`src/hdl/io_pair_pkg.sv`:
```
// shared types and constants for the two-pad register/double-rate cell
package io_pair_pkg;

  // pads per pair and depth of the launch buffer
  localparam int unsigned NUM_PADS  = 2;
  localparam int unsigned BUF_DEPTH = 2;

  // static per-pad configuration, fixed while the cell runs
  typedef struct packed {
    logic out_registered;  // pad data passes through the launch register
    logic out_invert;      // invert after the launch register
    logic out_ddr;         // double-rate launch pair drives the pad
    logic oe_registered;   // drive enable passes through its own register
    logic oe_force_on;     // driver on unless oe_force_off is set (output-only pad)
    logic oe_force_off;    // driver always off (input-only pad)
    logic in_registered;   // pad value held in the capture register
    logic in_ddr;          // double-rate capture pair in use
  } pad_cfg_t;

  // static configuration shared by both pads
  typedef struct packed {
    logic clk_invert;      // swap the edges of both pair clocks
    logic ce_used;         // pair clock enable is wired up
  } pair_cfg_t;

  // one launch word: rise data, fall data and drive enable per pad
  typedef struct packed {
    logic [1:0] rise;
    logic [1:0] fall;
    logic [1:0] oe;
  } out_word_t;

  // state of the two-entry launch buffer
  typedef struct packed {
    out_word_t [1:0] mem;  // storage
    logic            wr_ptr;
    logic            rd_ptr;
    logic [1:0]      count;
  } buf_state_t;

  // state of a sampled-clock edge detector
  typedef struct packed {
    logic prev;            // level seen one cycle earlier
  } edge_state_t;

  // register state of the cell
  typedef struct packed {
    out_word_t  cur;       // word taken at the last launch rise
    logic [1:0] out_rise;  // launch register, rising edge
    logic [1:0] out_fall;  // launch register, falling edge
    logic [1:0] oe_q;      // drive-enable register
    logic [1:0] in_rise;   // capture register, rising edge
    logic [1:0] in_fall;   // capture register, falling edge
  } cell_state_t;

  // values after reset, and the full and empty buffer fill counts
  localparam buf_state_t  BUF_RESET  = 16'h0000;
  localparam edge_state_t EDGE_RESET = 1'h0;
  localparam cell_state_t CELL_RESET = 16'h0000;
  localparam logic [1:0]  BUF_FULL   = 2'h2;
  localparam logic [1:0]  BUF_EMPTY  = 2'h0;

endpackage

```
`src/hdl/clk_edge.sv`:
```
// edge detector for a pair clock sampled on the system clock
`timescale 1ns/1ps
`default_nettype none
module clk_edge (
  // clock and reset
  input  wire logic i_mclk,
  input  wire logic i_rst_n,
  // sampled pair clock and polarity
  input  wire logic i_level,
  input  wire logic i_invert,
  // effective level and one-cycle edge pulses
  output logic      o_level,
  output logic      o_rise,
  output logic      o_fall
);

  io_pair_pkg::edge_state_t state;       // registered state
  io_pair_pkg::edge_state_t next_state;  // next value

  // polarity applied before edges are found
  assign o_level = i_level ^ i_invert;
  assign o_rise  = o_level & ~state.prev;
  assign o_fall  = ~o_level & state.prev;

  // remember the level
  always_comb begin
    next_state      = state;
    next_state.prev = o_level;
  end

  // state register
  always_ff @(posedge i_mclk or negedge i_rst_n) begin
    if (!i_rst_n) begin
      state <= io_pair_pkg::EDGE_RESET;
    end else begin
      state <= next_state;
    end
  end

endmodule
`default_nettype wire

```
`src/hdl/io_pair_register_ddr_cell.sv`:
```
// two-pad programmable cell with registered and double-rate paths
`timescale 1ns/1ps
`default_nettype none
module io_pair_register_ddr_cell (
  // system clock and reset
  input  wire logic                         i_mclk,
  input  wire logic                         i_nrst,
  // pair clocks and enable, sampled on the system clock
  input  wire logic                         i_input_capture_clock,
  input  wire logic                         i_output_launch_clock,
  input  wire logic                         i_pair_clock_enable,
  // static configuration
  input  wire io_pair_pkg::pad_cfg_t [1:0]  i_pad_cfg,
  input  wire io_pair_pkg::pair_cfg_t       i_pair_cfg,
  // fabric direct paths for unregistered modes
  input  wire logic [1:0]                   i_fabric_out,
  input  wire logic [1:0]                   i_fabric_oe,
  // fabric launch word stream
  input  wire logic                         i_word_valid,
  input  wire io_pair_pkg::out_word_t       i_word,
  output logic                              o_word_ready,
  // pads
  input  wire logic [1:0]                   i_pad_in,
  output logic [1:0]                        o_pad_out,
  output logic [1:0]                        o_pad_oe_n,
  // fabric input data
  output logic [1:0]                        o_in_rise,
  output logic [1:0]                        o_in_fall
);

  logic [1:0]               rst_sync;    // reset release synchroniser
  logic                     rst_n;       // synchronised reset
  io_pair_pkg::cell_state_t state;       // registered state
  io_pair_pkg::cell_state_t next_state;  // next value
  logic                     ce_eff;      // effective pair enable
  logic                     cap_level;   // effective capture level
  logic                     cap_rise;    // capture rising event
  logic                     cap_fall;    // capture falling event
  logic                     lau_level;   // effective launch level
  logic                     lau_rise;    // launch rising event
  logic                     lau_fall;    // launch falling event
  logic                     buf_valid;   // buffer holds a word
  io_pair_pkg::out_word_t   buf_word;    // head word of the buffer
  logic                     lau_take;    // launch edge asks for a word
  logic                     lau_load;    // word taken into registers

  // reset released through two flops
  always_ff @(posedge i_mclk or negedge i_nrst) begin
    if (!i_nrst) begin
      rst_sync <= 2'h0;
    end else begin
      rst_sync <= {rst_sync[0], 1'h1};
    end
  end
  assign rst_n = rst_sync[1];

  // enable is always on when not wired up
  assign ce_eff = ~i_pair_cfg.ce_used | i_pair_clock_enable;

  // capture clock edges, polarity shared by the pair
  clk_edge u_cap_edge (
    .i_mclk   (i_mclk),
    .i_rst_n  (rst_n),
    .i_level  (i_input_capture_clock),
    .i_invert (i_pair_cfg.clk_invert),
    .o_level  (cap_level),
    .o_rise   (cap_rise),
    .o_fall   (cap_fall)
  );

  // launch clock edges; may be the same source as capture
  clk_edge u_lau_edge (
    .i_mclk   (i_mclk),
    .i_rst_n  (rst_n),
    .i_level  (i_output_launch_clock),
    .i_invert (i_pair_cfg.clk_invert),
    .o_level  (lau_level),
    .o_rise   (lau_rise),
    .o_fall   (lau_fall)
  );

  // a stalled launch clock back-pressures the fabric stream
  assign lau_take = ce_eff & lau_rise;
  assign lau_load = lau_take & buf_valid;

  pair_buffer u_buf (
    .i_mclk   (i_mclk),
    .i_rst_n  (rst_n),
    .i_valid  (i_word_valid),
    .i_word   (i_word),
    .o_ready  (o_word_ready),
    .o_valid  (buf_valid),
    .o_word   (buf_word),
    .i_ready  (lau_take)
  );

  // register loads, one shared enable for both pads
  always_comb begin
    next_state = state;
    // launch rise loads data and enable registers
    if (lau_load) begin
      next_state.cur      = buf_word;
      next_state.out_rise = buf_word.rise;
      next_state.oe_q     = buf_word.oe;
    end
    // launch fall loads the second half of the word
    if (ce_eff && lau_fall) begin
      next_state.out_fall = state.cur.fall;
    end
    // capture clock touches input registers only
    if (ce_eff && cap_rise) begin
      next_state.in_rise = i_pad_in;
    end
    if (ce_eff && cap_fall) begin
      next_state.in_fall = i_pad_in;
    end
  end

  // every register starts from reset
  always_ff @(posedge i_mclk or negedge rst_n) begin
    if (!rst_n) begin
      state <= io_pair_pkg::CELL_RESET;
    end else begin
      state <= next_state;
    end
  end

  // pad drivers and fabric input selection, per pad
  always_comb begin
    logic pre;
    logic oe;
    pre = 1'h0;
    oe  = 1'h0;
    o_pad_out  = 2'h0;
    o_pad_oe_n = 2'h3;
    o_in_rise  = 2'h0;
    o_in_fall  = 2'h0;
    for (int p = 0; p < 2; p++) begin
      // data path choice
      if (i_pad_cfg[p].out_ddr) begin
        pre = lau_level ? state.out_rise[p] : state.out_fall[p];
      end else if (i_pad_cfg[p].out_registered) begin
        pre = state.out_rise[p];
      end else begin
        pre = i_fabric_out[p];
      end
      // inversion only behind a register
      if (i_pad_cfg[p].out_invert &&
          (i_pad_cfg[p].out_registered || i_pad_cfg[p].out_ddr)) begin
        o_pad_out[p] = ~pre;
      end else begin
        o_pad_out[p] = pre;
      end
      // drive enable: forces win over the dynamic enable
      if (i_pad_cfg[p].oe_force_off) begin
        oe = 1'h0;
      end else if (i_pad_cfg[p].oe_force_on) begin
        oe = 1'h1;
      end else if (i_pad_cfg[p].oe_registered) begin
        oe = state.oe_q[p];
      end else begin
        oe = i_fabric_oe[p];
      end
      o_pad_oe_n[p] = ~oe;  // low enable floats the pad
      // input path choice
      if (i_pad_cfg[p].in_registered || i_pad_cfg[p].in_ddr) begin
        o_in_rise[p] = state.in_rise[p];
      end else begin
        o_in_rise[p] = i_pad_in[p];
      end
      o_in_fall[p] = state.in_fall[p];
    end
  end

  // pad checks on pad 0, register checks on both pads; pad 1 shares the same logic
  a_force_off_float: assert property (
    @(posedge i_mclk) disable iff (!rst_n)
    i_pad_cfg[0].oe_force_off |-> o_pad_oe_n[0])
    else $error("forced-off pad is driven");

  a_force_on_drive: assert property (
    @(posedge i_mclk) disable iff (!rst_n)
    (i_pad_cfg[0].oe_force_on && !i_pad_cfg[0].oe_force_off)
      |-> !o_pad_oe_n[0])
    else $error("forced-on pad is not driven");

  a_oe_direct_path: assert property (
    @(posedge i_mclk) disable iff (!rst_n)
    (!i_pad_cfg[0].oe_registered && !i_pad_cfg[0].oe_force_on &&
     !i_pad_cfg[0].oe_force_off) |-> (o_pad_oe_n[0] == !i_fabric_oe[0]))
    else $error("direct enable not followed");

  a_oe_reg_launch: assert property (
    @(posedge i_mclk) disable iff (!rst_n)
    (ce_eff && lau_rise && buf_valid && i_pad_cfg[0].oe_registered &&
     !i_pad_cfg[0].oe_force_on && !i_pad_cfg[0].oe_force_off &&
     $stable(i_pad_cfg[0]))
      |=> (o_pad_oe_n[0] == !$past(buf_word.oe[0])))
    else $error("registered enable not loaded at launch rise");

  a_out_bypass: assert property (
    @(posedge i_mclk) disable iff (!rst_n)
    (!i_pad_cfg[0].out_registered && !i_pad_cfg[0].out_ddr)
      |-> (o_pad_out[0] == i_fabric_out[0]))
    else $error("bypass output differs from fabric");

  a_out_invert: assert property (
    @(posedge i_mclk) disable iff (!rst_n)
    (i_pad_cfg[0].out_registered && !i_pad_cfg[0].out_ddr &&
     i_pad_cfg[0].out_invert) |-> (o_pad_out[0] == !state.out_rise[0]))
    else $error("inverted register output wrong");

  a_ddr_mux_level: assert property (
    @(posedge i_mclk) disable iff (!rst_n)
    (i_pad_cfg[0].out_ddr && !i_pad_cfg[0].out_invert)
      |-> (o_pad_out[0] ==
           (lau_level ? state.out_rise[0] : state.out_fall[0])))
    else $error("double-rate mux picks wrong register");

  a_ddr_fall_load: assert property (
    @(posedge i_mclk) disable iff (!rst_n)
    (ce_eff && lau_fall) |=> (state.out_fall == $past(state.cur.fall)))
    else $error("fall launch register not loaded");

  a_in_rise_cap: assert property (
    @(posedge i_mclk) disable iff (!rst_n)
    (ce_eff && cap_rise) |=> (state.in_rise == $past(i_pad_in)))
    else $error("rise capture missed");

  a_in_fall_cap: assert property (
    @(posedge i_mclk) disable iff (!rst_n)
    (ce_eff && cap_fall && i_pad_cfg[0].in_ddr && $stable(i_pad_cfg[0]))
      |=> (o_in_fall[0] == $past(i_pad_in[0])))
    else $error("fall capture not presented");

  a_ce_holds_all: assert property (
    @(posedge i_mclk) disable iff (!rst_n)
    !ce_eff |=> (state == $past(state)))
    else $error("register moved while enable low");

  a_cap_no_output: assert property (
    @(posedge i_mclk) disable iff (!rst_n)
    (!lau_rise && !lau_fall) |=> (state.out_rise == $past(state.out_rise) &&
                                  state.oe_q == $past(state.oe_q)))
    else $error("output register moved without launch edge");

  a_reset_leave: assert property (
    @(posedge i_mclk)
    (rst_n && !$past(rst_n)) |-> (state == io_pair_pkg::CELL_RESET))
    else $error("registers not in reset state at release");

  a_rise_launch_load: assert property (
    @(posedge i_mclk) disable iff (!rst_n)
    lau_load |=> (state.out_rise == $past(buf_word.rise)))
    else $error("rise launch register not loaded");

  a_cap_regs_hold: assert property (
    @(posedge i_mclk) disable iff (!rst_n)
    (!cap_rise && !cap_fall) |=> (state.in_rise == $past(state.in_rise) &&
                                  state.in_fall == $past(state.in_fall)))
    else $error("capture register moved without capture edge");

  a_in_direct_path: assert property (
    @(posedge i_mclk) disable iff (!rst_n)
    (!i_pad_cfg[0].in_registered && !i_pad_cfg[0].in_ddr)
      |-> (o_in_rise[0] == i_pad_in[0]))
    else $error("direct input path differs from pad");

  c_ddr_out: cover property (
    @(posedge i_mclk) disable iff (!rst_n)
    i_pad_cfg[0].out_ddr && lau_load ##[1:20] (ce_eff && lau_fall));

  c_ddr_in: cover property (
    @(posedge i_mclk) disable iff (!rst_n)
    (ce_eff && cap_rise) ##[1:20] (ce_eff && cap_fall));

  c_buf_full: cover property (
    @(posedge i_mclk) disable iff (!rst_n)
    !o_word_ready ##1 lau_load);

  c_ce_stall: cover property (
    @(posedge i_mclk) disable iff (!rst_n)
    i_pair_cfg.ce_used && !i_pair_clock_enable && lau_rise);

endmodule
`default_nettype wire

```
`src/hdl/pair_buffer.sv`:
```
// two-entry buffer between fabric word source and the launch registers
`timescale 1ns/1ps
`default_nettype none
module pair_buffer (
  // clock and reset
  input  wire logic                  i_mclk,
  input  wire logic                  i_rst_n,
  // filling side
  input  wire logic                  i_valid,
  input  wire io_pair_pkg::out_word_t i_word,
  output logic                       o_ready,
  // draining side
  output logic                       o_valid,
  output io_pair_pkg::out_word_t     o_word,
  input  wire logic                  i_ready
);

  io_pair_pkg::buf_state_t state;       // registered state
  io_pair_pkg::buf_state_t next_state;  // next value
  logic                    push;        // word accepted
  logic                    pop;         // word handed on

  // handshake flags straight from the fill count
  assign o_ready = (state.count != io_pair_pkg::BUF_FULL);
  assign o_valid = (state.count != io_pair_pkg::BUF_EMPTY);
  assign o_word  = state.mem[state.rd_ptr];
  assign push    = i_valid & o_ready;
  assign pop     = o_valid & i_ready;

  // pointer and count update
  always_comb begin
    next_state = state;
    if (push) begin
      next_state.mem[state.wr_ptr] = i_word;
      next_state.wr_ptr            = ~state.wr_ptr;
    end
    if (pop) begin
      next_state.rd_ptr = ~state.rd_ptr;
    end
    if (push && !pop) begin
      next_state.count = state.count + 2'h1;
    end else if (pop && !push) begin
      next_state.count = state.count - 2'h1;
    end
  end

  // state register
  always_ff @(posedge i_mclk or negedge i_rst_n) begin
    if (!i_rst_n) begin
      state <= io_pair_pkg::BUF_RESET;
    end else begin
      state <= next_state;
    end
  end

endmodule
`default_nettype wire
```
`config.mk`:
```
export PLATFORM = sky130hd
export DESIGN_NAME = io_pair_register_ddr_cell
export DESIGN_NICKNAME = d
export VERILOG_FILES = /design/src/hdl/io_pair_pkg.sv /design/src/hdl/clk_edge.sv /design/src/hdl/io_pair_register_ddr_cell.sv /design/src/hdl/pair_buffer.sv
export SDC_FILE = /design/constraint.sdc
export NUM_CORES = 1
export LEC_CHECK = 0
export ABC_AREA = 1
export BUFFER_PORTS_ARGS = -buffer_cell sky130_fd_sc_hd__buf_4
export CAP_MARGIN = 20
export CORE_AREA = 10 10 76 78
export CTS_BUF_LIST = sky130_fd_sc_hd__clkbuf_4 sky130_fd_sc_hd__clkbuf_8 sky130_fd_sc_hd__clkbuf_16
export DETAILED_ROUTE_END_ITERATION = 10
export DIE_AREA = 0 0 86 88
export PLACE_DENSITY_LB_ADDON = 0.3
export SKIP_CTS_REPAIR_TIMING = 1
export SYNTH_ARGS = -nofsm -noshare
export SYNTH_HDL_FRONTEND = slang
export SYNTH_HIERARCHICAL = 1
export SYNTH_SLANG_ARGS = --single-unit
```
`constraint.sdc`:
```
create_clock -name i_mclk -period 1.32 [get_ports i_mclk]
set_input_delay 0.264 -clock i_mclk [delete_from_list [all_inputs] [get_ports i_mclk]]
set_output_delay 0.264 -clock i_mclk [all_outputs]
set_load 0.005 [all_outputs]
```
* After elaboration in Yosys (flattened, before gate mapping)
Cells that the tools add are included.
** Operators by class
- Equality and inequality tests :: 1
- Add/subtract/negate cells :: 2
- Bitwise logic cells :: 21
- Reduce and logical (&&, ||, !) cells :: 16
- Multiplexer cells :: 23
- $lt $le $gt $ge :: 3
** Operators by type and width (count)
- 6-bit 2-to-1 mux :: 3
- 1-bit 2-to-1 mux :: 16
- 12-bit bitwise mux :: 1
- 1-bit NOT :: 11
- 1-bit logical AND :: 8
- 1-bit bitwise AND :: 7
- 6-bit demux with 1-bit select :: 1
- 1-bit logical OR :: 4
- 1-bit by 2-bit < comparator with 1-bit output (second input constant) :: 2
- 2-bit 2-to-1 mux :: 2
- 2-bit nonzero test :: 2
- 2-bit by 1-bit adder with 2-bit output (second input constant) :: 1
- 1-bit zero test :: 2
- 2-bit != test (second input constant) :: 1
- 2-bit by 1-bit subtractor with 2-bit output (second input constant) :: 1
- 1-bit bitwise XOR :: 2
- 1-bit greater-or-equal comparator (second input constant) :: 1
- 1-bit OR :: 1
** Storage, ports and cells
- Word-level logic and storage cells :: 84
- Bits in registers :: 32
- Output and inout port bits :: 9
- Bits of input ports :: 36

* Longest topological paths before layout
Gate-level depths: netlist of the first run.
- Depth in word-level cells :: 7
- Mapped depth :: 12
- Depth with buffers taken out :: 12

* By module
Netlist of the first run, hierarchy kept.
** Modules (own cells, without submodules)
- pair_buffer :: seq. area each 400.4 sq um, area an instance 792.0 sq um, cells an instance 100, instances 1
- io_pair_register_ddr_cell :: seq. area each 350.3 sq um, area an instance 744.5 sq um, cells an instance 101, instances 1
- clk_edge :: seq. area each 25.0 sq um, area an instance 71.3 sq um, cells an instance 12, instances 2

* Worst setup path before layout of the first run
No wires, ideal clock.
- Kind :: input -> register
- From :: input i_output_launch_clock
- To :: register u_buf/state[1] (netlist bit)
- Setup slack :: -0.167 ns
- Data required time :: 1.203 ns
- Library setup time :: 0.117 ns
- Stages on the path :: 11
- Path buffers :: 0
- Data arrival time :: 1.370 ns
- Cell sequence :: inv_1 > nand2_1 > nand2_1 > nor2_1 > a21boi_4 > nand2_1 > ha_1 > inv_1 > nand3_1 > nand2_1 > nand2_1
** Between the ends
- Cells in the longest elaborated chain, start to end :: 7
- Elaborated cells between the ends (all ways) :: 9
- Those cells by class :: 1 x mux; 4 x bitwise; 4 x reduce/logical
** Ends and longest elaborated chain
- start, declared :: RTL line io_pair_register_ddr_cell.sv:10 : input wire logic i_output_launch_clock,
- 1-bit bitwise XOR * :: RTL line clk_edge.sv:21 : assign o_level = i_level ^ i_invert;
- 1-bit bitwise AND * :: RTL line clk_edge.sv:22 : assign o_rise = o_level & ~state.prev;
- net lau_rise :: RTL line io_pair_register_ddr_cell.sv:40 : logic lau_rise;
- 1-bit bitwise AND * :: RTL line io_pair_register_ddr_cell.sv:83 : assign lau_take = ce_eff & lau_rise;
- net lau_take :: RTL line io_pair_register_ddr_cell.sv:44 : logic lau_take;
- 1-bit bitwise AND * :: RTL line pair_buffer.sv:28 : assign pop = o_valid & i_ready;
- 1-bit zero test :: RTL line pair_buffer.sv:40 : if (push && !pop) begin
- 1-bit logical AND :: RTL line pair_buffer.sv:40
- 2-bit 2-to-1 mux or 2-bit nonzero test (tied branches)
- end signal, assigned :: RTL line pair_buffer.sv:50 : state <= io_pair_pkg::BUF_RESET;
- end signal, assigned :: RTL line pair_buffer.sv:52 : state <= next_state;
- end, declared :: RTL line pair_buffer.sv:18 : io_pair_pkg::buf_state_t state;
Mark *: on every way through the listed nets, which the timed path passes. The rest lies on a longest branch.
A chain may end at the register's enable or synchronous reset.

* Final worst setup path of the first run
- From :: register u_buf/state[0] (netlist bit)
- To :: output o_word_ready
** Between the ends
- Cells in the longest elaborated chain, start to end :: 1
** Ends and longest elaborated chain
- 2-bit != test :: RTL line pair_buffer.sv:24 : assign o_ready = (state.count != io_pair_pkg::BUF_FULL);
- end, declared :: RTL line io_pair_register_ddr_cell.sv:21 : output logic o_word_ready,
Every way passes these cells.

==> qor.yml, run 1 <==
netSwitchingPower_mw: 1.41
worstPathRequired_ps: 1060
ys.warnings.count: 6
n_antenna_cell: 0
whs_path_depth: 3
peakVddDrop_mv: 1.21
synth-seq-cells: 32
start_kind: "register"
row_count: 24
nFillCells: 434
cts_sinks: 32
slew_violations: 0
setup.worst_path.class: "register to output pin"
htreeDepth: 2
place_congestion: 0.743
grt_max_degree: 31
setup_violations: 3
routed_wl_um: 3720
p_comb_share_pct: 38.6
synthTopCellsByArea: "dfrtp_1 (48%), nand2_1 (23%), inv_1 (4.9%)"
clk_latency_ps: 280
antenna_found_initial: 0
cp_max_fo: 15
grt_overflow: 0
drtIter0Drc: 48
synthCells: 225
synth_area_um2: 1680
postRouteAntennaNets: 0
power_frac_seq_pct: 42.1
internal_power_mw: 2.48
synth_top_area_share_pct: 47.7
utilization_pct: 53.6
holdCritPathClass: "input pin to register"
swShare_pct: 36.3
dp_slack_ps: -184
r2r_cells: 8
final_common_cell: "nand2_1"
initial_utilization_pct: 39.1
place_hpwl_um: 2930
rsz0062_at_grt: "yes"
failed_checks: "setup timing"
use_met1_pct: 11.6
skew_ps: 4.61
synth_nets: 262
top_usage_layer: "met2"
die_width_um: 86
final_layout_size_suffix_gt1_share_pct: 31.0
drc: 0
synth_area_per_cell_um2: 7.46
p_per_area_nw_per_um2: 1690
p_leak_nw: 1.30
synth_cell_types: 20
globalRouteTotalUtil_pct: 10.7
die_area_um2: 7570
cts_tree: "yes"
use_met3_pct: 4.36
final_hold_viol_count: 0
mostFrequentLayoutCells: "nand2_1 (101), buf_4 (54), dfrtp_1 (32), inv_1 (19), nand4_1 (13)"
core_um2: 4290
max_freq_mhz: 722
grt_pass1_wl_um: 6690
fin_crit_sh_pct: 105
clk_pin_slew_ps: 60
clkPwrFrac_pct: 19.3
pin_count: 45
met2_usage_pct: 18.5
end_kind: "output pin"
fin_setup_tns_ps: -123
finalPower_mw: 3.89
maxCapViolCount: 0
portBuffers: 44
first_global_vias: 1544
synth_top_cell_by_area: "dfrtp_1"
period_minus_slack_ps: 1380
via_per_inst: 4.57
ys_seq_area_share_pct: 47.7
clk_path_buf_depth: 2
fin_nets: 320
root_buffer: "clkbuf_8"
wl_per_cell_um: 11.1
outcome: "finished with violations"
finalWorstSetupSlack_ps: -64.8
cts_made_buffers: 5
vias: 1536
die_h_um: 88
areaGrowthSynthToFinish_pct: 37.0
first_pass_iters: 4
arrival_ps: 1120
[through the flow]
step,hold slack (ps),cell area (um2),std cells
6_report,235,2300,336
3_5_place_dp,48.6,2120,322
2_1_floorplan,-31.6,1710,225
5_1_grt,245,2300,336
4_1_cts,-264,2210,330
3_3_place_gp,48.1,2120,322
[routing by layer]
metal | vias to the layer above | wire [um]
li1 | 822 | -
met1 | 676 | 1710
met2 | 33 | 1720
met3 | 5 | 244
met4 | 0 | 47
met5 | - | 0
[final timing paths]
kind	startpoint	slack, ps	to
max in group asynchronous	rst_sync[1]	800	state[5]
min in group asynchronous	rst_sync[1]	250	state[3]
max reg2reg	u_lau_edge/state	0	u_buf/state[1]
min	i_input_capture_clock	240	u_cap_edge/state
min reg2reg	rst_sync[1]	250	state[3]
max	u_buf/state[0]	-60	o_word_ready
[cells by family (layout without fill, tap and decap cells)]
family	after synthesis	count (layout)	synth area share, %
AND/OR/NAND/NOR	146	146	38.0
AO/OA/AOI/OAI	13	13	4.99
other	1	1	0.223
buffers and inverters	31	90	7.82
adder cells (fa/ha/maj)	1	1	0.745
flip-flops	32	32	47.7
XOR/XNOR	1	1	0.522
[synthesized netlist by cell type, drive strengths merged]
master,instances
a21boi,1
a21oi,2
buf,6
conb,1
dfrtp,32
ha,1
inv,25
nand2,107
nand3,18
nand4,13
nor2,8
o21ai,8
o21bai,2
xnor2,1
[power groups by stage]
stage / clock, mW / sequential [mW] / combinational (mW)
floorplan: 0 / 1.53 / 1.04
global placement: 0 / 1.65 / 1.32
detailed placement: 0 / 1.65 / 1.36
CTS: 0.790 / 1.63 / 1.36
global route: 0.829 / 1.70 / 1.77
finish: 0.751 / 1.64 / 1.50
[flip-flops by register name (all words and copies together), names as in the netlist]
name,count
o_in_fall,2
rst_sync,2
u_lau_edge/state,1
state,10
u_buf/state,16
u_cap_edge/state,1
[layout make-up]
type                       instances  area [um2]  area share [%]
sequential                        32         801            34.8
multi-input combinational        162         791            34.4
timing repair buffer              57         447            19.4
inverter                          25         104            4.52
clock buffer                       6        82.6            3.59
tap                               52        65.1            2.83
clock inverter                     2        10.0           0.435
[worst max-delay path, cell delays in order, from the launching register on]
cell and delay (ps):
dfrtp_1 420, inv_2 100, nand2_4 60, buf_12 150, buf_6 110
No activity file was read; power rests on OpenSTA's default activity.
==> run 2: changes to the inputs <==
Settings changed: SKIP_LAST_GASP from default to 1.
==> qor.yml, run 2 (synthesis results as in run 1) <==
root_buffer: "clkbuf_8"
holdCritPathClass: "input pin to register"
cts_made_buffers: 5
row_count: 24
drc: 0
final_hold_viol_count: 0
peakVddDrop_mv: 1.21
hold_path.startpoint: "i_input_capture_clock"
n_antenna_cell: 0
die_h_um: 88
cts_tree: "yes"
fin_crit_sh_pct: 107
final_common_cell: "nand2_1"
cp_max_fo: 15
place_hpwl_um: 2930
die_width_um: 86
p_per_area_nw_per_um2: 1680
skew_ps: 4.73
max_freq_mhz: 711
first_pass_iters: 4
final_layout_size_suffix_gt1_share_pct: 30.6
postRouteAntennaNets: 0
end_kind: "output pin"
utilization_pct: 53.2
r2r-end: "u_buf/state[1]"
final_cells: 336
finalWorstSetupSlack_ps: -86.5
setup_violations: 3
top_regs: "u_buf/state: 16 flops, state: 10 flops"
portBuffers: 44
r2r-start: "u_lau_edge/state"
antenna_found_initial: 0
whs_path_depth: 3
hold_ws_ps: 236
arrival_ps: 1140
use_met3_pct: 4.36
fin_nets: 320
nFillCells: 429
initial_utilization_pct: 39.1
hold-path-endpoint: "u_cap_edge/state"
post_dp_cell_area_um2: 2120
setup.worst_path.class: "register to output pin"
outcome: "finished with violations"
clk_path_buf_depth: 2
r2r_cells: 8
failed_checks: "setup timing"
largest_reg_flops: 16
slew_violations: 0
regMostFlops: "u_buf/state"
fin_setup_tns_ps: -144
top_usage_layer: "met2"
met2_usage_pct: 18.5
core_um2: 4290
vias: 1526
globalRouteTotalUtil_pct: 10.7
grt_pass1_wl_um: 6690
maxCapViolCount: 0
grt_overflow: 0
fin_area_um2: 2280
period_minus_slack_ps: 1410
die_area_um2: 7570
mostFrequentLayoutCells: "nand2_1 (101), buf_4 (55), dfrtp_1 (32), inv_1 (19), nand4_1 (13)"
htreeDepth: 2
cts_sinks: 32
use_met1_pct: 11.6
r2r_slack_ps: 10
grt_max_degree: 31
wl_per_cell_um: 11.0
clk_latency_ps: 280
regArea_um2: 801
post-place-cells: 322
via_per_inst: 4.54
p_leak_nw: 1.29
rsz0062_at_grt: "yes"
place_congestion: 0.743
clk_pin_slew_ps: 60
first_global_vias: 1544
worstPathRequired_ps: 1060
finalPower_mw: 3.84
dp_slack_ps: -184
areaGrowthSynthToFinish_pct: 36.0
cp-startpoint: "u_buf/state[0]"
drtIter0Drc: 47
pin_count: 45
start_kind: "register"
multi_input_area_um2: 787
routed_wl_um: 3700
## run 2: worst max path at each step
stage / to
final: o_word_ready
after global routing: o_word_ready
after CTS: o_word_ready
after detailed placement: u_buf/state[1]
after global placement: u_buf/state[1]
after floorplan: u_buf/state[1]
## run 2: layout make-up
type                       instances  area share (%)
clock buffer                       6            3.62
multi-input combinational        162            34.5
clock inverter                     2           0.438
tap                               52            2.85
timing repair buffer              57            19.0
inverter                          25            4.55
sequential                        32            35.1
## run 2: report_power, final
part,internal [mW],leakage [nW],switching [mW]
Sequential,1.35,0.397,0.284
Combinational,0.673,0.844,0.780
Clock,0.415,0.0510,0.336
Total,2.44,1.29,1.40
## run 2: critical path, stage by stage, from the launching register on
cell and delay (ps):
dfrtp_1 420, inv_2 100, nand2_4 50, buf_6 150
buf_4 140
## run 2: metal layers
layer	share of wire, %	wire, um
met5	0	0
met4	1.3	47
met3	6.4	237
met2	46	1710
met1	46	1710
